`config.mk`:
```
export PLATFORM = sky130hd
export DESIGN_NAME = urad_rx_top
export DESIGN_NICKNAME = d
export VERILOG_FILES = /design/src/urad_pkg.sv /design/src/urad_rx_top.sv /design/src/urad_rx_fifo.sv
export SDC_FILE = /design/constraint.sdc
export NUM_CORES = 1
export LEC_CHECK = 0
export BUFFER_PORTS_ARGS = -buffer_cell sky130_fd_sc_hd__buf_2
export CELL_PAD_IN_SITES_DETAIL_PLACEMENT = 1
export CELL_PAD_IN_SITES_GLOBAL_PLACEMENT = 1
export CORE_UTILIZATION = 42
export CTS_CLUSTER_SIZE = 24
export DETAILED_ROUTE_END_ITERATION = 6
export PLACE_DENSITY = 0.85
export SYNTH_ARGS = -nofsm -noshare
export SYNTH_HDL_FRONTEND = slang
export SYNTH_HIERARCHICAL = 1
export SYNTH_SLANG_ARGS = --single-unit
```
`constraint.sdc`:
```
create_clock -name clock -period 3.7 [get_ports clock]
set_input_delay 0.37 -clock clock [delete_from_list [all_inputs] [get_ports clock]]
set_output_delay 0.37 -clock clock [all_outputs]
set_load 0.1 [all_outputs]
```
`src/urad_pkg.sv`:
```
// Shared constants and types of the receive path with address detection.
package urad_pkg;

  // ----------------------------------------------------------------
  // Register indexes (byte address is four times the index)
  // ----------------------------------------------------------------
  localparam logic [7:0] IDX_FLAGS   = 8'h0C;
  localparam logic [7:0] IDX_RXSC    = 8'h18;
  localparam logic [7:0] IDX_RXDATA  = 8'h1A;
  localparam logic [7:0] IDX_ENABLES = 8'h8C;
  localparam logic [7:0] IDX_TXSC    = 8'h98;
  localparam logic [7:0] IDX_BAUD    = 8'h99;

  // ----------------------------------------------------------------
  // Field positions
  // ----------------------------------------------------------------
  localparam int unsigned FLAG_RX_BIT   = 5;
  localparam int unsigned EN_RX_BIT     = 5;
  localparam int unsigned RXSC_SERIAL_PORT_ENABLE_BIT = 7;
  localparam int unsigned RXSC_RX9_BIT  = 6;
  localparam int unsigned RXSC_SINGLE_RX_ENABLE_BIT = 5;
  localparam int unsigned RXSC_CONTINUOUS_RX_ENABLE_BIT = 4;
  localparam int unsigned RXSC_ADDRESS_DETECT_ENABLE_BIT = 3;
  localparam int unsigned RXSC_FRAMING_ERROR_BIT = 2;
  localparam int unsigned RXSC_OVERRUN_ERROR_BIT = 1;
  localparam int unsigned RXSC_R9D_BIT  = 0;
  localparam int unsigned TXSC_SYNC_BIT = 4;
  localparam int unsigned TXSC_HIGH_SPEED_BAUD_SELECT_BIT = 2;
  localparam int unsigned TXSC_TRMT_BIT = 1;

  // ----------------------------------------------------------------
  // Reset values
  // ----------------------------------------------------------------
  localparam logic [7:0] RXSC_RST  = 8'h00;
  localparam logic [7:0] TXSC_RST  = 8'h02;
  localparam logic [7:0] BAUD_RST  = 8'h00;
  localparam logic [7:0] RXDAT_RST = 8'h00;

  // ----------------------------------------------------------------
  // Timing and sizes
  // ----------------------------------------------------------------
  localparam logic [3:0] OVS_MID   = 4'h7;
  localparam logic [3:0] OVS_LAST  = 4'hF;
  localparam logic [3:0] LAST_BIT8 = 4'h7;
  localparam logic [3:0] LAST_BIT9 = 4'h8;
  localparam int unsigned ENTRY_W  = 10;

  typedef enum logic [1:0] {RX_IDLE, RX_START, RX_DATA, RX_STOP} urad_rx_state_t;

endpackage : urad_pkg

```
`src/urad_rx_top.sv`:
```
// Serial receiver with nine-bit mode, address detection and an APB register file.
//
// What this block does
// - Nine-bit mode captures nine bits; the ninth lands in the status ninth-bit field.
// - Address detection is enabled by status bit 3 together with nine-bit select.
// - With detection on, the flag rises only when the ninth bit is one.
// - Ninth bit one marks an address byte; zero marks a data byte.
// - With detection on, data bytes are not buffered and raise no flag.
// - An ignored data byte is simply overwritten by the next character.
// - Detection has no effect in eight-bit mode; all characters are received.
// - With detection off every byte is buffered; ninth bit is only delivered.
// - Continuous reception starts when software sets status bit 4.
// - Completion sets the receive flag; interrupt only when its enable is set.
// - Clearing continuous enable clears the overrun error; a buffered framing error stays.
// - Detection works with either continuous or single receive enable.
// - Received data is read at index 1Ah and resets to zero.
// - Unimplemented bits in flag, enable and status registers read zero.
// - Two-entry buffer; the flag clears only once the buffer is read empty.
// - Third character with a full buffer sets overrun, is lost, blocks transfers.
// - Framing error on a low stop bit, buffered with its character.
// - The receive line is oversampled at sixteen times the bit rate.
`timescale 1ns/10ps
`default_nettype none
module urad_rx_top (
  // Clock and reset
  input  wire logic        clock,
  input  wire logic        rst_n,
  // APB slave
  input  wire logic        psel,
  input  wire logic        penable,
  input  wire logic        pwrite,
  input  wire logic [11:0] paddr,
  input  wire logic [31:0] pwdata,
  output logic      [31:0] prdata,
  output logic             pready,
  output logic             pslverr,
  // Serial line and request
  input  wire logic        rx_line,
  output logic             rx_irq
);

  // ----------------------------------------------------------------
  // Register state
  // ----------------------------------------------------------------
  logic                         serial_port_enable_q, rx9_q, single_rx_enable_q, continuous_rx_enable_q, address_detect_enable_q, overrun_error_q;
  logic                         rx_interrupt_enable_q, sync_q, high_speed_baud_select_q;
  logic [7:0]                   baud_q;
  logic [31:0]                  prdata_q;
  logic                         rx_m1_q, rx_m2_q, rx_m3_q, rx_s_q;
  logic [9:0]                   div_q;
  logic [9:0]                   div_lim;
  logic                         tick;
  urad_pkg::urad_rx_state_t     state_q;
  logic [3:0]                   ovs_q;
  logic [3:0]                   bit_q;
  logic [8:0]                   rsr_q;
  logic                         rx_on, done, done_framing_error, ninth, filt, keep;
  logic                         push, ovr_set, pop, empty, full;
  logic [urad_pkg::ENTRY_W-1:0] head;
  logic                         setup, acc, hit, wr;
  logic [9:0]                   widx;
  logic [7:0]                   rd_mux;
  logic                         rx_flag;

  // ----------------------------------------------------------------
  // APB decode
  // ----------------------------------------------------------------
  assign setup = psel && !penable;
  assign acc   = psel && penable;
  assign widx  = paddr[11:2];
  assign hit   = (widx == {2'b00, urad_pkg::IDX_FLAGS})   ||
                 (widx == {2'b00, urad_pkg::IDX_RXSC})    ||
                 (widx == {2'b00, urad_pkg::IDX_RXDATA})  ||
                 (widx == {2'b00, urad_pkg::IDX_ENABLES}) ||
                 (widx == {2'b00, urad_pkg::IDX_TXSC})    ||
                 (widx == {2'b00, urad_pkg::IDX_BAUD});
  assign wr      = acc && pwrite && hit;
  assign pready  = 1'b1;
  assign pslverr = acc && !hit;
  assign prdata  = prdata_q;

  // status before data
  // Reading the data word advances the buffer, so ninth bit and framing error change with it.
  assign pop = acc && !pwrite && (widx == {2'b00, urad_pkg::IDX_RXDATA}) && !empty;

  always_comb
  begin
    rd_mux = 8'h00;
    case (widx)
      {2'b00, urad_pkg::IDX_FLAGS}:
        rd_mux[urad_pkg::FLAG_RX_BIT] = rx_flag;
      {2'b00, urad_pkg::IDX_RXSC}:
      begin
        rd_mux[urad_pkg::RXSC_SERIAL_PORT_ENABLE_BIT] = serial_port_enable_q;
        rd_mux[urad_pkg::RXSC_RX9_BIT]  = rx9_q;
        rd_mux[urad_pkg::RXSC_SINGLE_RX_ENABLE_BIT] = single_rx_enable_q;
        rd_mux[urad_pkg::RXSC_CONTINUOUS_RX_ENABLE_BIT] = continuous_rx_enable_q;
        rd_mux[urad_pkg::RXSC_ADDRESS_DETECT_ENABLE_BIT] = address_detect_enable_q;
        rd_mux[urad_pkg::RXSC_FRAMING_ERROR_BIT] = head[9];
        rd_mux[urad_pkg::RXSC_OVERRUN_ERROR_BIT] = overrun_error_q;
        rd_mux[urad_pkg::RXSC_R9D_BIT]  = head[8];
      end
      {2'b00, urad_pkg::IDX_RXDATA}:
        rd_mux = head[7:0];
      {2'b00, urad_pkg::IDX_ENABLES}:
        rd_mux[urad_pkg::EN_RX_BIT] = rx_interrupt_enable_q;
      {2'b00, urad_pkg::IDX_TXSC}:
      begin
        rd_mux[urad_pkg::TXSC_SYNC_BIT] = sync_q;
        rd_mux[urad_pkg::TXSC_HIGH_SPEED_BAUD_SELECT_BIT] = high_speed_baud_select_q;
        rd_mux[urad_pkg::TXSC_TRMT_BIT] = 1'b1;
      end
      {2'b00, urad_pkg::IDX_BAUD}:
        rd_mux = baud_q;
      default:
        rd_mux = 8'h00;
    endcase
  end

  // Read data is captured in the setup cycle and held through the access cycle.
  always_ff @(posedge clock)
  begin
    if (!rst_n)
      prdata_q <= 32'h0000_0000;
    else if (setup && !pwrite)
      prdata_q <= {24'h00_0000, rd_mux};
  end

  // ----------------------------------------------------------------
  // Control registers
  // ----------------------------------------------------------------
  // continuous receive enable
  always_ff @(posedge clock)
  begin
    if (!rst_n)
    begin
      serial_port_enable_q <= urad_pkg::RXSC_RST[urad_pkg::RXSC_SERIAL_PORT_ENABLE_BIT];
      rx9_q  <= urad_pkg::RXSC_RST[urad_pkg::RXSC_RX9_BIT];
      continuous_rx_enable_q <= urad_pkg::RXSC_RST[urad_pkg::RXSC_CONTINUOUS_RX_ENABLE_BIT];
      address_detect_enable_q <= urad_pkg::RXSC_RST[urad_pkg::RXSC_ADDRESS_DETECT_ENABLE_BIT];
    end
    else if (wr && widx == {2'b00, urad_pkg::IDX_RXSC})
    begin
      serial_port_enable_q <= pwdata[urad_pkg::RXSC_SERIAL_PORT_ENABLE_BIT];
      rx9_q  <= pwdata[urad_pkg::RXSC_RX9_BIT];
      continuous_rx_enable_q <= pwdata[urad_pkg::RXSC_CONTINUOUS_RX_ENABLE_BIT];
      address_detect_enable_q <= pwdata[urad_pkg::RXSC_ADDRESS_DETECT_ENABLE_BIT];
    end
  end

  // single receive enable
  // The single enable drops by itself once one kept character has completed while continuous enable is clear.
  // A data byte dropped by address detection leaves it armed for the next address.
  always_ff @(posedge clock)
  begin
    if (!rst_n)
      single_rx_enable_q <= urad_pkg::RXSC_RST[urad_pkg::RXSC_SINGLE_RX_ENABLE_BIT];
    else if (wr && widx == {2'b00, urad_pkg::IDX_RXSC})
      single_rx_enable_q <= pwdata[urad_pkg::RXSC_SINGLE_RX_ENABLE_BIT];
    else if (done && keep && !continuous_rx_enable_q)
      single_rx_enable_q <= 1'b0;
  end

  always_ff @(posedge clock)
  begin
    if (!rst_n)
    begin
      sync_q <= urad_pkg::TXSC_RST[urad_pkg::TXSC_SYNC_BIT];
      high_speed_baud_select_q <= urad_pkg::TXSC_RST[urad_pkg::TXSC_HIGH_SPEED_BAUD_SELECT_BIT];
    end
    else if (wr && widx == {2'b00, urad_pkg::IDX_TXSC})
    begin
      sync_q <= pwdata[urad_pkg::TXSC_SYNC_BIT];
      high_speed_baud_select_q <= pwdata[urad_pkg::TXSC_HIGH_SPEED_BAUD_SELECT_BIT];
    end
  end

  always_ff @(posedge clock)
  begin
    if (!rst_n)
      rx_interrupt_enable_q <= 1'b0;
    else if (wr && widx == {2'b00, urad_pkg::IDX_ENABLES})
      rx_interrupt_enable_q <= pwdata[urad_pkg::EN_RX_BIT];
  end

  always_ff @(posedge clock)
  begin
    if (!rst_n)
      baud_q <= urad_pkg::BAUD_RST;
    else if (wr && widx == {2'b00, urad_pkg::IDX_BAUD})
      baud_q <= pwdata[7:0];
  end

  // clear overrun error
  // An overrun in the same cycle as the clear still wins.
  always_ff @(posedge clock)
  begin
    if (!rst_n)
      overrun_error_q <= 1'b0;
    else if (ovr_set)
      overrun_error_q <= 1'b1;
    else if (!continuous_rx_enable_q)
      overrun_error_q <= 1'b0;
  end

  // ----------------------------------------------------------------
  // Line synchroniser and oversampling clock
  // ----------------------------------------------------------------
  always_ff @(posedge clock)
  begin
    if (!rst_n)
    begin
      rx_m1_q <= 1'b1;
      rx_m2_q <= 1'b1;
      rx_m3_q <= 1'b1;
      rx_s_q  <= 1'b1;
    end
    else
    begin
      rx_m1_q <= rx_line;
      rx_m2_q <= rx_m1_q;
      rx_m3_q <= rx_m2_q;
      if (rx_m2_q == rx_m3_q)
        rx_s_q <= rx_m2_q;
    end
  end

  // port enable gating
  // Only the asynchronous frame is recovered; synchronous select keeps the receiver idle.
  assign rx_on = serial_port_enable_q && !sync_q && (continuous_rx_enable_q || single_rx_enable_q);

  // sixteen-fold oversampling
  // Low speed divides by four more, so one tick lasts 4*(divisor+1) clocks.
  assign div_lim = high_speed_baud_select_q ? {2'b00, baud_q} : {baud_q, 2'b11};
  assign tick    = rx_on && (div_q == div_lim);

  always_ff @(posedge clock)
  begin
    if (!rst_n)
      div_q <= 10'h000;
    else if (!rx_on || tick)
      div_q <= 10'h000;
    else
      div_q <= div_q + 10'h001;
  end

  // ----------------------------------------------------------------
  // Character recovery
  // ----------------------------------------------------------------
  // start, data, stop framing
  always_ff @(posedge clock)
  begin
    if (!rst_n || !rx_on)
    begin
      state_q <= urad_pkg::RX_IDLE;
      ovs_q   <= 4'h0;
      bit_q   <= 4'h0;
    end
    else if (tick)
    begin
      case (state_q)
        urad_pkg::RX_IDLE:
          if (!rx_s_q)
          begin
            state_q <= urad_pkg::RX_START;
            ovs_q   <= 4'h0;
          end
        urad_pkg::RX_START:
          if (ovs_q == urad_pkg::OVS_MID)
          begin
            state_q <= rx_s_q ? urad_pkg::RX_IDLE : urad_pkg::RX_DATA;
            ovs_q   <= 4'h0;
            bit_q   <= 4'h0;
          end
          else
            ovs_q <= ovs_q + 4'h1;
        urad_pkg::RX_DATA:
          if (ovs_q == urad_pkg::OVS_LAST)
          begin
            ovs_q <= 4'h0;
            if (bit_q == (rx9_q ? urad_pkg::LAST_BIT9 : urad_pkg::LAST_BIT8))
              state_q <= urad_pkg::RX_STOP;
            else
              bit_q <= bit_q + 4'h1;
          end
          else
            ovs_q <= ovs_q + 4'h1;
        urad_pkg::RX_STOP:
          if (ovs_q == urad_pkg::OVS_LAST)
            state_q <= urad_pkg::RX_IDLE;
          else
            ovs_q <= ovs_q + 4'h1;
        default:
          state_q <= urad_pkg::RX_IDLE;
      endcase
    end
  end

  // shift register overwritten
  // Each bit lands straight at its own position, so a dropped byte needs no clearing.
  always_ff @(posedge clock)
  begin
    if (!rst_n)
      rsr_q <= 9'h000;
    else if (tick && state_q == urad_pkg::RX_DATA && ovs_q == urad_pkg::OVS_LAST)
      rsr_q[bit_q] <= rx_s_q;
  end

  assign done      = tick && state_q == urad_pkg::RX_STOP && ovs_q == urad_pkg::OVS_LAST;
  assign done_framing_error = !rx_s_q;

  assign ninth = rx9_q && rsr_q[8];

  assign filt = address_detect_enable_q && rx9_q;

  assign keep = !filt || ninth;

  assign push    = done && keep && !overrun_error_q && !full;
  assign ovr_set = done && keep && !overrun_error_q && full;

  urad_rx_fifo u_fifo (
    .clock     (clock),
    .rst_n     (rst_n),
    .push      (push),
    .push_data ({done_framing_error, ninth, rsr_q[7:0]}),
    .pop       (pop),
    .head      (head),
    .empty     (empty),
    .full      (full)
  );

  assign rx_flag = !empty;
  assign rx_irq  = rx_flag && rx_interrupt_enable_q;
endmodule : urad_rx_top
`default_nettype wire

```
`src/urad_rx_fifo.sv`:
```
// Two-entry receive buffer holding data, ninth bit and framing error per character.
`timescale 1ns/10ps
`default_nettype none
module urad_rx_fifo (
  // Clock and reset
  input  wire logic                            clock,
  input  wire logic                            rst_n,
  // Write side
  input  wire logic                            push,
  input  wire logic [urad_pkg::ENTRY_W-1:0]    push_data,
  // Read side
  input  wire logic                            pop,
  output logic      [urad_pkg::ENTRY_W-1:0]    head,
  output logic                                 empty,
  output logic                                 full
);

  logic [urad_pkg::ENTRY_W-1:0] mem_q [2];
  logic                         wp_q;
  logic                         rp_q;
  logic [1:0]                   cnt_q;

  assign head  = mem_q[rp_q];
  assign empty = (cnt_q == 2'h0);
  assign full  = (cnt_q == 2'h2);

  always_ff @(posedge clock)
  begin
    if (!rst_n)
    begin
      mem_q[0] <= '0;
      mem_q[1] <= '0;
      wp_q     <= 1'b0;
    end
    else if (push && !full)
    begin
      mem_q[wp_q] <= push_data;
      wp_q        <= ~wp_q;
    end
  end

  always_ff @(posedge clock)
  begin
    if (!rst_n)
      rp_q <= 1'b0;
    else if (pop && !empty)
      rp_q <= ~rp_q;
  end

  always_ff @(posedge clock)
  begin
    if (!rst_n)
      cnt_q <= 2'h0;
    else if ((push && !full) && !(pop && !empty))
      cnt_q <= cnt_q + 2'h1;
    else if (!(push && !full) && (pop && !empty))
      cnt_q <= cnt_q - 2'h1;
  end

endmodule : urad_rx_fifo
`default_nettype wire

```
==> out/metrics.cfg, run 1 <==
[critical_path]
critical_path.top_delay_family = simple AND/OR/NAND/NOR gates
cp-start-kind = flip-flop
critPathArrivalTime_ns = 3.39
r2r-start = high_speed_baud_select_q
endpoint = u_fifo/mem_q[0][1]
cp_slowest_cell = dfxtp_2
slowest_delay_ns = 0.54
startpoint = high_speed_baud_select_q
crit_required_ns = 3.71
path_class = reg -> reg
r2r_cells = 8
reg2reg_to = u_fifo/mem_q[0][1]
cp-end-kind = flip-flop
crit_chain = mux2i_1 -> xnor2_1 -> nor4_2 -> nand4_1 -> nor4b_1 -> inv_1 -> or3_4 -> nand2_1
cp_num_cells = 8
crit_fanout = 14
r2r_slack_ns = 0.31
path_buf_inv = 1

[yosys]
async_flop_share_pct = 0
synth-edff-count = 20
yosysWarnings = 6
yosysMostFrequentCell = dfxtp_1
synth_top_area_share_pct = 28.7
syn_area_per_cell_um2 = 9.13
yosys-top-cells-area = dfxtp_1, edfxtp_1, mux2i_1
synthCells = 481
synthTopCellsByCount = dfxtp_1, nor2_1, nand2_1, buf_4, mux2i_1
syn-cell-area_mm2 = 0.00439
netlist-cell-type-count = 64
ys_ff_latch = 83
yosysTopAreaCell = dfxtp_1
synth-main-ff-cell = dfxtp_1
yosysSeqAreaShare_pct = 42.4

[grt]
grt.met2_usage_pct = 35.3
met3_usage_pct = 4.57
grt-busiest-layer = met2
grt_usage_pct = 20.4
grt_use_met1_pct = 24.7
grt_first_pass_wirelength_um = 17600
grt_max_degree = 40
antenna_found_initial = 0
overflow = 0
grt_pass1_vias = 3496

[clocking]
insertion_delay_ns = 0.36
clockBufferDepth = 2
cts-hold-fix-buffers = 0
tritoncts = done
cts_made_buffers = 9
post-cts-setup-buffers = 0
cts_sinks = 83
clock-root-buffer = clkbuf_8
htreeDepth = 3
clk_pin_slew_ns = 0.09

[sta]
maxSlewViolCount = 0
timing.fmax_mhz = 295
rsz0062_at_grt = false
finalSetupViolCount = 0
finClkSkew_ns = 0.0117
setup_tns_ns = 0
period_share_pct = 91.6
worst_pin_slew_ns = 0.828
worst_hold_slack_ns = 0.209
post-route-min-period_ns = 3.39
hold_violations = 0
slew_headroom_pct = 44.7

[placement]
gp_congestion = 0.790
dp_cells = 627
dp_hpwl_um = 7960
portBuffers = 33

[die]
die-area_mm2 = 0.0109
dieWidth_um = 104
floorplan.initialDensity_pct = 44.1
rows = 36
die_h_um = 104
ios = 85
core_area_mm2 = 0.00995

[route]
drc = 0
routed_wl_um = 10800
drt_iter0_drc = 146
first_pass_iters = 4
postRouteAntennaNets = 0
num_vias = 3538
via_per_inst = 5.50
wl_per_cell_um = 16.8

[final_layout]
seq_area_mm2 = 0.00186
drive_above_1_share_pct = 13.5
nFillCells = 1181
antennaDiodeCount = 0
area_delta_synth_final_pct = 6.64
multiInputGateArea_mm2 = 0.00225
fin_nets = 562
layout.cells.non_filler = 643

[power_and_ir_drop]
finalPower_mw = 1.68
p_leak_nw = 1.71
p_per_area_mw_per_mm2 = 358
peakVddDrop_mv = 0.148

[min_path]
hp-class = in -> reg

[outcome]
status = complete, no violations

[flow_run]
maxCapViolations = 0

==> power breakdown <==
part,total (mW),leakage (nW),switching (mW),internal [mW]
clock,0.563,0.0788,0.326,0.237
combinational,0.173,0.932,0.152,0.0216
sequential,0.942,0.698,0.00371,0.938
==> worst register-to-register path, stage by stage, from the launching register on <==
cell and delay [ns]:
dfxtp_2 0.54, mux2i_1 0.26, xnor2_1 0.10, nor4_2 0.53, nand4_1 0.15, nor4b_1 0.44, inv_1 0.14, or3_4 0.48
nand2_1 0.40
==> stage by stage <==
stage | util, % | area, um^2 | worst slack (ns)
after global routing | 47.0 | 4680 | 0.176
after floorplan | - | 4480 | 0.425
final | 47.0 | 4680 | 0.313
after detailed placement | 45.4 | 4520 | 0.121
after global placement | 45.4 | 4520 | 0.404
after CTS | 47.0 | 4680 | 0.109
==> placed cells by master, fill, tap and decap left out, types with 3 or more instances in the layout <==
cell type / synthesis / routed
xnor2_1: 13 / 13
dfxtp_1: 63 / 62
o21ai_0: 9 / 9
a22o_1: 3 / 3
nor2_1: 60 / 60
buf_4: 25 / 4
o21ai_1: 4 / 4
mux2_2: 12 / 12
mux2i_1: 25 / 25
ha_1: 7 / 7
nand4b_1: 5 / 5
edfxtp_1: 20 / 20
a21oi_1: 16 / 16
inv_1: 12 / 12
nand3b_1: 3 / 3
clkbuf_8: 0 / 9
nand2b_1: 7 / 7
a22oi_1: 3 / 3
nand3_1: 18 / 18
and2_1: 7 / 7
clkinv_1: 1 / 4
and3_1: 6 / 6
nand4_1: 16 / 16
nor2b_1: 4 / 4
a31oi_1: 3 / 3
conb_1: 2 / 25
a222oi_1: 6 / 6
nor4_1: 3 / 3
xor2_1: 6 / 6
nand2_1: 52 / 52
nor3_1: 9 / 9
nor3b_1: 3 / 3
nor4b_1: 4 / 4
buf_2: 5 / 33
==> registers in the layout (all words and copies together) (netlist names), 2 cells and up, named ones only <==
name          count
u_fifo/mem_q     20
prdata            8
baud_q            8
div_q            10
bit_q             4
u_fifo/cnt_q      2
ovs_q             4
rsr_q             9
==> final cells by class <==
| cell class | count | area share (%) |
|---|---|---|
| well taps | 133 | 3.55 |
| inverters | 13 | 1.04 |
| clock inverters | 6 | 0.695 |
| flip-flops and latches | 83 | 39.8 |
| multi-input cells | 361 | 48.0 |
| clock buffers | 10 | 2.73 |
| repair buffers | 37 | 4.17 |
==> worst min-delay path by stage <==
| stage | to | cells after the start | from | slack (ns) |
|---|---|---|---|---|
| 2_1_floorplan | rx_m2_q | 1 | rx_m1_q | 0.39 |
| 3_3_place_gp | rx_m2_q | 1 | rx_m1_q | 0.39 |
| 3_5_place_dp | rx_m2_q | 1 | rx_m1_q | 0.40 |
| 4_1_cts | rx_m1_q | 2 | rx_line | 0.21 |
| 5_1_grt | rx_m1_q | 2 | rx_line | 0.20 |
| 6_report | rx_m1_q | 2 | rx_line | 0.21 |
==> layer usage <==
layer / routed length [um] / vias to the layer above
met5: 0 / -
met4: 180 / 0
met3: 397 / 15
met2: 5440 / 78
met1: 4760 / 1739
li1: - / 1706
==> cell families after synthesis <==
family / after synthesis / share of synthesized area (%)
xor+xnor: 19 / 3.79
buf+inv: 60 / 8.35
flops: 83 / 42.4
compound gates: 65 / 10.7
fa+ha+maj: 7 / 1.99
mux: 37 / 8.77
other cells: 2 / 0.171
simple gates: 208 / 23.8
==> repair_timing <==
action,CTS,global route
setup endpoints to repair,0,10
hold endpoints to repair,0,0
gates resized for setup,0,1
Power figures use the tool's default switching activity.
==> inputs of run 2 (changes only) <==
==> constraint.sdc (replaced) <==
create_clock -name clock -period 3.72 [get_ports clock]
set_input_delay 0.372 -clock clock [delete_from_list [all_inputs] [get_ports clock]]
set_output_delay 0.372 -clock clock [all_outputs]
set_load 0.1 [all_outputs]
==> run 2 against run 1 <==
- setup slack got worse by 0.096 ns
- core utilization increased by 0.28 points
- sequential power shrank 0.6%
- total power increased by 5.7%
- via count is 0.20% higher
- wire length rose by 0.64%
- global-route usage up 0.23 points
- highest routed layer unchanged
- register-to-register slack worse by 0.096 ns
- die area is the same
- combinational power barely moved
- clock skew decreased by 0.00053 ns
- maximum frequency down 3.3%
==> out/metrics.cfg, run 2 (synthesis gave the netlist of run 1 again) <==
[critical_path]
cp-end-kind = flip-flop
r2r_slack_ns = 0.22  ; -0.10 ns
crit_fanout = 14  ; unchanged
startpoint = high_speed_baud_select_q
reg2reg_to = u_fifo/mem_q[0][3]
slowest_delay_ns = 0.70  ; +0.16 ns
r2r-start = high_speed_baud_select_q
r2r_cells = 8  ; unchanged
cp_slowest_cell = dfxtp_1
path_buf_inv = 1  ; unchanged
endpoint = u_fifo/mem_q[0][3]
crit_required_ns = 3.73  ; +0.02 ns
critPathArrivalTime_ns = 3.52  ; +0.13 ns
cp_num_cells = 8  ; unchanged
cp-start-kind = flip-flop
crit_chain = mux2i_1 -> xnor2_1 -> nor4_2 -> nand4_1 -> nor4b_1 -> inv_1 -> or3_4 -> nand2_1
path_class = reg -> reg
critical_path.top_delay_family = simple AND/OR/NAND/NOR gates

[final_layout]
antennaDiodeCount = 0  ; unchanged
multiInputGateArea_mm2 = 0.00225  ; unchanged
mostFrequentLayoutCells = dfxtp_1, nor2_1, nand2_1, buf_2
drive_above_1_share_pct = 13.4  ; -0.17 points
fin_nets = 561  ; -0.18%
nFillCells = 1182  ; +0.085%
largest_reg_flops = 20  ; unchanged
seq_area_mm2 = 0.00186  ; about the same
area_delta_synth_final_pct = 7.27
final_util_pct = 47.3  ; +0.28 points
design_area_mm2 = 0.00471  ; +0.59%
largest-register = u_fifo/mem_q
layout_commonest_cell = dfxtp_1
largestRegisters = u_fifo/mem_q (20), div_q (10), rsr_q (9)

[grt]
grt_max_degree = 40  ; unchanged
grt_usage_pct = 20.6  ; +0.23 points
antenna_found_initial = 0  ; unchanged
overflow = 0  ; unchanged
grt_first_pass_wirelength_um = 17700  ; +0.59%
grt_pass1_vias = 3587  ; +2.6%

[die]
floorplan.initialDensity_pct = 44.1  ; unchanged
die-area_mm2 = 0.0109  ; unchanged
core_area_mm2 = 0.00995  ; unchanged
rows = 36  ; unchanged
ios = 85  ; unchanged
die_h_um = 104  ; unchanged
dieWidth_um = 104  ; unchanged

[flow_run]
maxCapViolations = 0  ; unchanged

[sta]
finClkSkew_ns = 0.0112  ; -0.000526 ns
maxSlewViolCount = 0  ; unchanged
worst_pin_slew_ns = 0.757  ; -0.0714 ns
timing.fmax_mhz = 285  ; -3.3%
period_share_pct = 94.2  ; +2.6 points
slew_headroom_pct = 49.1  ; +4.4 points
hold_violations = 0  ; unchanged
worst_slack_ns = 0.217  ; -0.0955 ns
post-route-min-period_ns = 3.50  ; +0.116 ns
rsz0062_at_grt = false
setup_tns_ns = 0  ; unchanged
finalSetupViolCount = 0  ; unchanged

[placement]
portBuffers = 33  ; unchanged
placed_area_mm2 = 0.00451  ; -0.17%
dp_hpwl_um = 7970  ; about the same
place_ws_ns = 0.239  ; +0.118 ns
gp_congestion = 0.791  ; +0.11%

[clocking]
post_cts_resized = 0  ; unchanged
clock-root-buffer = clkbuf_8
cts_sinks = 83  ; unchanged
tritoncts = done
clockBufferDepth = 2  ; unchanged
post-cts-setup-buffers = 0  ; unchanged
cts_made_buffers = 9  ; unchanged
clk_pin_slew_ns = 0.09  ; about the same
htreeDepth = 3  ; unchanged
insertion_delay_ns = 0.37  ; about the same
cts-hold-fix-buffers = 0  ; unchanged

[outcome]
status = complete, no violations

[route]
routed_wl_um = 10800  ; +0.64%
first_pass_iters = 6  ; +2
via_per_inst = 5.52  ; +0.35%
postRouteAntennaNets = 0  ; unchanged
drc = 0  ; unchanged
num_vias = 3545  ; +0.20%
drt_iter0_drc = 142  ; -2.7%
wl_per_cell_um = 16.9  ; +0.80%

[min_path]
min_from = rx_line
hp-class = in -> reg
holdPathStages = 2  ; unchanged

[power_and_ir_drop]
finalPower_mw = 1.77  ; +5.7%
peakVddDrop_mv = 0.139  ; -5.9%
p_per_area_mw_per_mm2 = 377  ; +5.1%
p_leak_nw = 1.72  ; +0.77%

-- run 2: changes by cell type in the layout (fill, tap and decap cells not counted), sizes merged --
| cell | before | now |
|---|---|---|
| buf | 37 | 36 |
| bufinv | 0 | 1 |
| clkbuf | 10 | 13 |
| clkinv | 6 | 3 |
| clkinvlp | 1 | 0 |
-- run 2: how the worst min path moves through the flow --
stage                    to  slack (ns)
floorplan           rx_m2_q        0.39
global placement    rx_m2_q        0.39
detailed placement  rx_m2_q        0.41
CTS                 rx_m1_q        0.21
global route        rx_m1_q        0.22
finish              rx_m1_q        0.20
-- run 2: power breakdown --
| part | leakage, nW | internal [mW] | total [mW] | switching (mW) |
|---|---|---|---|---|
| combinational | 0.927 | 0.0213 | 0.172 | 0.151 |
| sequential | 0.698 | 0.933 | 0.936 | 0.00348 |
| clock | 0.0978 | 0.332 | 0.665 | 0.333 |
-- run 2: routing by layer --
layer  share of wire [%]  GRT usage (%)  vias up
li1                    -              -     1703
met1                  42           24.1     1749
met2                  53           37.5       78
met3                 3.3           2.82       15
met4                 1.6           8.67        0
met5                   0              0        -
-- run 2: stage by stage --
step	hold WS, ns	std cells
2_1_floorplan	0.386	504
3_3_place_gp	0.393	626
3_5_place_dp	0.408	626
4_1_cts	0.206	642
5_1_grt	0.215	642
6_report	0.198	642
-- run 2: cell type report --
| class | instances | share of cell area [%] |
|---|---|---|
| Multi-Input combinational cell | 361 | 47.8 |
| Sequential cell | 83 | 39.5 |
| Timing Repair Buffer | 36 | 3.98 |
| Tap cell | 133 | 3.53 |
| Clock buffer | 13 | 3.16 |
| Inverter | 13 | 1.04 |
| Clock inverter | 3 | 1.01 |
-- run 2: worst register-to-register path, delay by kind of cell, from the launching register on --
family                    cells  cell delay [ns]
and+or+nand+nor               5             1.92
DFF                           1             0.70
muxes                         1             0.28
buffers and inverters         1             0.14
xor gates and xnor gates      1             0.11
==> inputs of run 3 (changes only) <==
--- a/config.mk
+++ b/config.mk
@@ -5,10 +5,12 @@
 export SDC_FILE = /design/constraint.sdc
 export NUM_CORES = 1
 export LEC_CHECK = 0
+export ABC_AREA = 1
 export BUFFER_PORTS_ARGS = -buffer_cell sky130_fd_sc_hd__buf_2
 export CELL_PAD_IN_SITES_DETAIL_PLACEMENT = 1
 export CELL_PAD_IN_SITES_GLOBAL_PLACEMENT = 1
-export CORE_UTILIZATION = 42
+export CORE_MARGIN = 2
+export CORE_UTILIZATION = 40
 export CTS_CLUSTER_SIZE = 24
 export DETAILED_ROUTE_END_ITERATION = 6
 export PLACE_DENSITY = 0.85
==> run 3 against run 2 <==
- sequential power about the same
- maximum frequency increased by 8.4%
- hold slack improved by 0.016 ns
- global-route usage decreased by 0.68 points
- clock power increased by 32%
- synthesized cell count increased by 46%
- cell count increased by 38%
- critical endpoint is now u_fifo/mem_q[0][2]
- via count increased by 24%
- non-clock buffer count decreased by 2
- final area increased by 13%
==> out/metrics.cfg, run 3 <==
[route]
wl_per_cell_um = 14.0  ; -17%
first_pass_iters = 4  ; -2
drc = 0  ; unchanged
num_vias = 4386  ; +24%
routed_wl_um = 12400  ; +14%
via_per_inst = 4.97  ; -10%
drt_iter0_drc = 206  ; +45%
postRouteAntennaNets = 0  ; unchanged

[critical_path]
crit_fanout = 12  ; -2
crit_required_ns = 3.71  ; -0.02 ns
cp-start-kind = flip-flop
path_class = reg -> reg
cp-end-kind = flip-flop
critPathArrivalTime_ns = 3.22  ; -0.30 ns
r2r_cells = 13  ; +5

[final_layout]
nFillCells = 1564  ; +32%
fin_nets = 788  ; +40%
largest_reg_flops = 20  ; unchanged
antennaDiodeCount = 0  ; unchanged
design_area_mm2 = 0.00532  ; +13%
layout_commonest_cell = nand2_1
drive_above_1_share_pct = 12.8  ; -0.59 points
largestRegisters = u_fifo/mem_q (20), div_q (10), rsr_q (9)
largest-register = u_fifo/mem_q
area_delta_synth_final_pct = 9.19
mostFrequentLayoutCells = nand2_1, nor2_1, inv_1, dfxtp_1, nand3_1

[sta]
finClkSkew_ns = 0.00582  ; -0.00540 ns
worst_hold_slack_ns = 0.214  ; +0.0156 ns
timing.fmax_mhz = 310  ; +8.4%
post-route-min-period_ns = 3.23  ; -0.272 ns
hold_violations = 0  ; unchanged
slew_headroom_pct = 56.5  ; +7.4 points
finalSetupViolCount = 0  ; unchanged
rsz0062_at_grt = false
maxSlewViolCount = 0  ; unchanged
setup_tns_ns = 0  ; unchanged
worst_slack_ns = 0.489  ; +0.272 ns
period_share_pct = 86.9  ; -7.3 points
worst_pin_slew_ns = 0.650  ; -0.107 ns

[placement]
portBuffers = 33  ; unchanged
placed_area_mm2 = 0.00504  ; +12%
place_ws_ns = 0.437  ; +0.198 ns
gp_congestion = 0.829  ; +4.9%
dp_hpwl_um = 9470  ; +19%

[yosys]
netlist-cell-type-count = 42  ; -34%
ys_ff_latch = 83  ; unchanged
synth_top_area_share_pct = 25.9  ; -2.9 points
synth-compound-area-share_pct = 5.62  ; -5.1 points
yosysMostFrequentCell = nand2_1
synth.mux.area_fraction_pct = 2.31  ; -6.5 points
yosysWarnings = 6  ; unchanged
synthTopCellsByCount = nand2_1, nor2_1, inv_1, dfxtp_1, nand3_1
syn_area_per_cell_um2 = 6.97  ; -24%
synth_top_family_by_area = simple AND/OR/NAND/NOR gates
yosys-top-cells-area = dfxtp_1, nand2_1, edfxtp_1
yosysTopAreaCell = dfxtp_1
synthSimpleGateAreaFrac_pct = 36.7  ; +13 points
synth-edff-count = 20  ; unchanged
syn-cell-area_mm2 = 0.00488  ; +11%
synth_xor_area_share_pct = 0.898  ; -2.9 points
async_flop_share_pct = 0  ; unchanged
synth-main-ff-cell = dfxtp_1
yosysSeqAreaShare_pct = 38.2  ; -4.2 points
synthCells = 700  ; +46%
synthAdderAreaFrac_pct = 1.80  ; -0.20 points

[grt]
grt_pass1_vias = 4514  ; +26%
overflow = 0  ; unchanged
antenna_found_initial = 0  ; unchanged
grt_first_pass_wirelength_um = 20700  ; +17%
grt_usage_pct = 19.9  ; -0.68 points
grt_max_degree = 32  ; -20%

[clocking]
cts-hold-fix-buffers = 0  ; unchanged
post-cts-setup-buffers = 0  ; unchanged
cts_made_buffers = 9  ; unchanged
clock-root-buffer = clkbuf_16
htreeDepth = 3  ; unchanged
post_cts_resized = 0  ; unchanged
clk_pin_slew_ns = 0.06  ; -0.03 ns
insertion_delay_ns = 0.34  ; -0.03 ns
cts_sinks = 83  ; unchanged
clockBufferDepth = 2  ; unchanged
tritoncts = done

[die]
dieWidth_um = 114  ; +9.7%
core_area_mm2 = 0.0120  ; +20%
floorplan.initialDensity_pct = 40.8  ; -3.4 points
die_h_um = 114  ; +9.7%
ios = 85  ; unchanged
rows = 40  ; +11%
die-area_mm2 = 0.0131  ; +20%

[power_and_ir_drop]
p_per_area_mw_per_mm2 = 374  ; -0.76%
peakVddDrop_mv = 0.182  ; +31%
p_leak_nw = 2.23  ; +29%
finalPower_mw = 1.99  ; +12%

[flow_run]
maxCapViolations = 0  ; unchanged

[min_path]
hp-class = in -> reg
holdPathStages = 2  ; unchanged

[outcome]
status = complete, no violations

[run 3: cell count changes in the layout (fill, tap and decap cells not counted), moves of 9 or more]
cell / change
clkbuf_16: +9
nand2_1: +119
mux2i_1: -25
nor2_1: +56
nor2_2: +9
nand3_1: +26
xnor2_1: -12
clkbuf_8: -10
inv_1: +95
[run 3: area by class of cell]
cell class | count | area [um^2] | share of cell area (%)
Clock buffer | 10 | 229 | 4.30
Clock inverter | 6 | 56.3 | 1.06
Inverter | 112 | 420 | 7.90
Multi-Input combinational cell | 491 | 2400 | 45.1
Sequential cell | 83 | 1860 | 35.0
Tap cell | 147 | 184 | 3.45
Timing Repair Buffer | 34 | 173 | 3.24
[run 3: report_power, final]
group	switching, mW	internal [mW]
clock network	0.364	0.514
logic	0.153	0.0202
registers	0.00329	0.934
[run 3: kinds of logic (layout without fill, tap and decap cells)]
group / Yosys count / in the layout
buf+inv: 149 / 162
other cells: 2 / 25
mux: 10 / 10
simple gates: 395 / 395
xor+xnor: 5 / 5
fa+ha+maj: 7 / 7
compound gates: 49 / 49
flops: 83 / 83
[run 3: path summary, 6_finish.rpt]
path / start / endpoint / slack [ns]
max: ovs_q[0] / u_fifo/mem_q[0][2] / 0.49
min: rx_line / rx_m1_q / 0.21
max reg2reg: ovs_q[0] / u_fifo/mem_q[0][2] / 0.49
min reg2reg: rx_m1_q / rx_m2_q / 0.42
[run 3: through the flow]
step,cells,util (%)
3_3_place_gp,867,42.1
6_report,883,44.5
2_1_floorplan,723,-
3_5_place_dp,867,42.1
5_1_grt,883,44.5
4_1_cts,883,44.5
[run 3: critical path: stages (launching register included)]
cell	delay (ns)
dfxtp_1	0.38
ha_1	0.22
nand2_1	0.09
nor2_2	0.32
inv_1	0.10
nor2_1	0.11
inv_1	0.12
a31oi_1	0.28
nand2_1	0.15
nor3_1	0.15
inv_1	0.09
nor2_4	0.18
nand3_2	0.23
nand2_1	0.44
[run 3: per-layer routing]
| metal | global-route usage, % | part of all wire [%] | vias to the layer above |
|---|---|---|---|
| li1 | - | - | 2210 |
| met1 | 22.5 | 44 | 2105 |
| met2 | 37.4 | 52 | 58 |
| met3 | 3.18 | 2.3 | 13 |
| met4 | 7.64 | 1.4 | 0 |
| met5 | 0 | 0 | - |
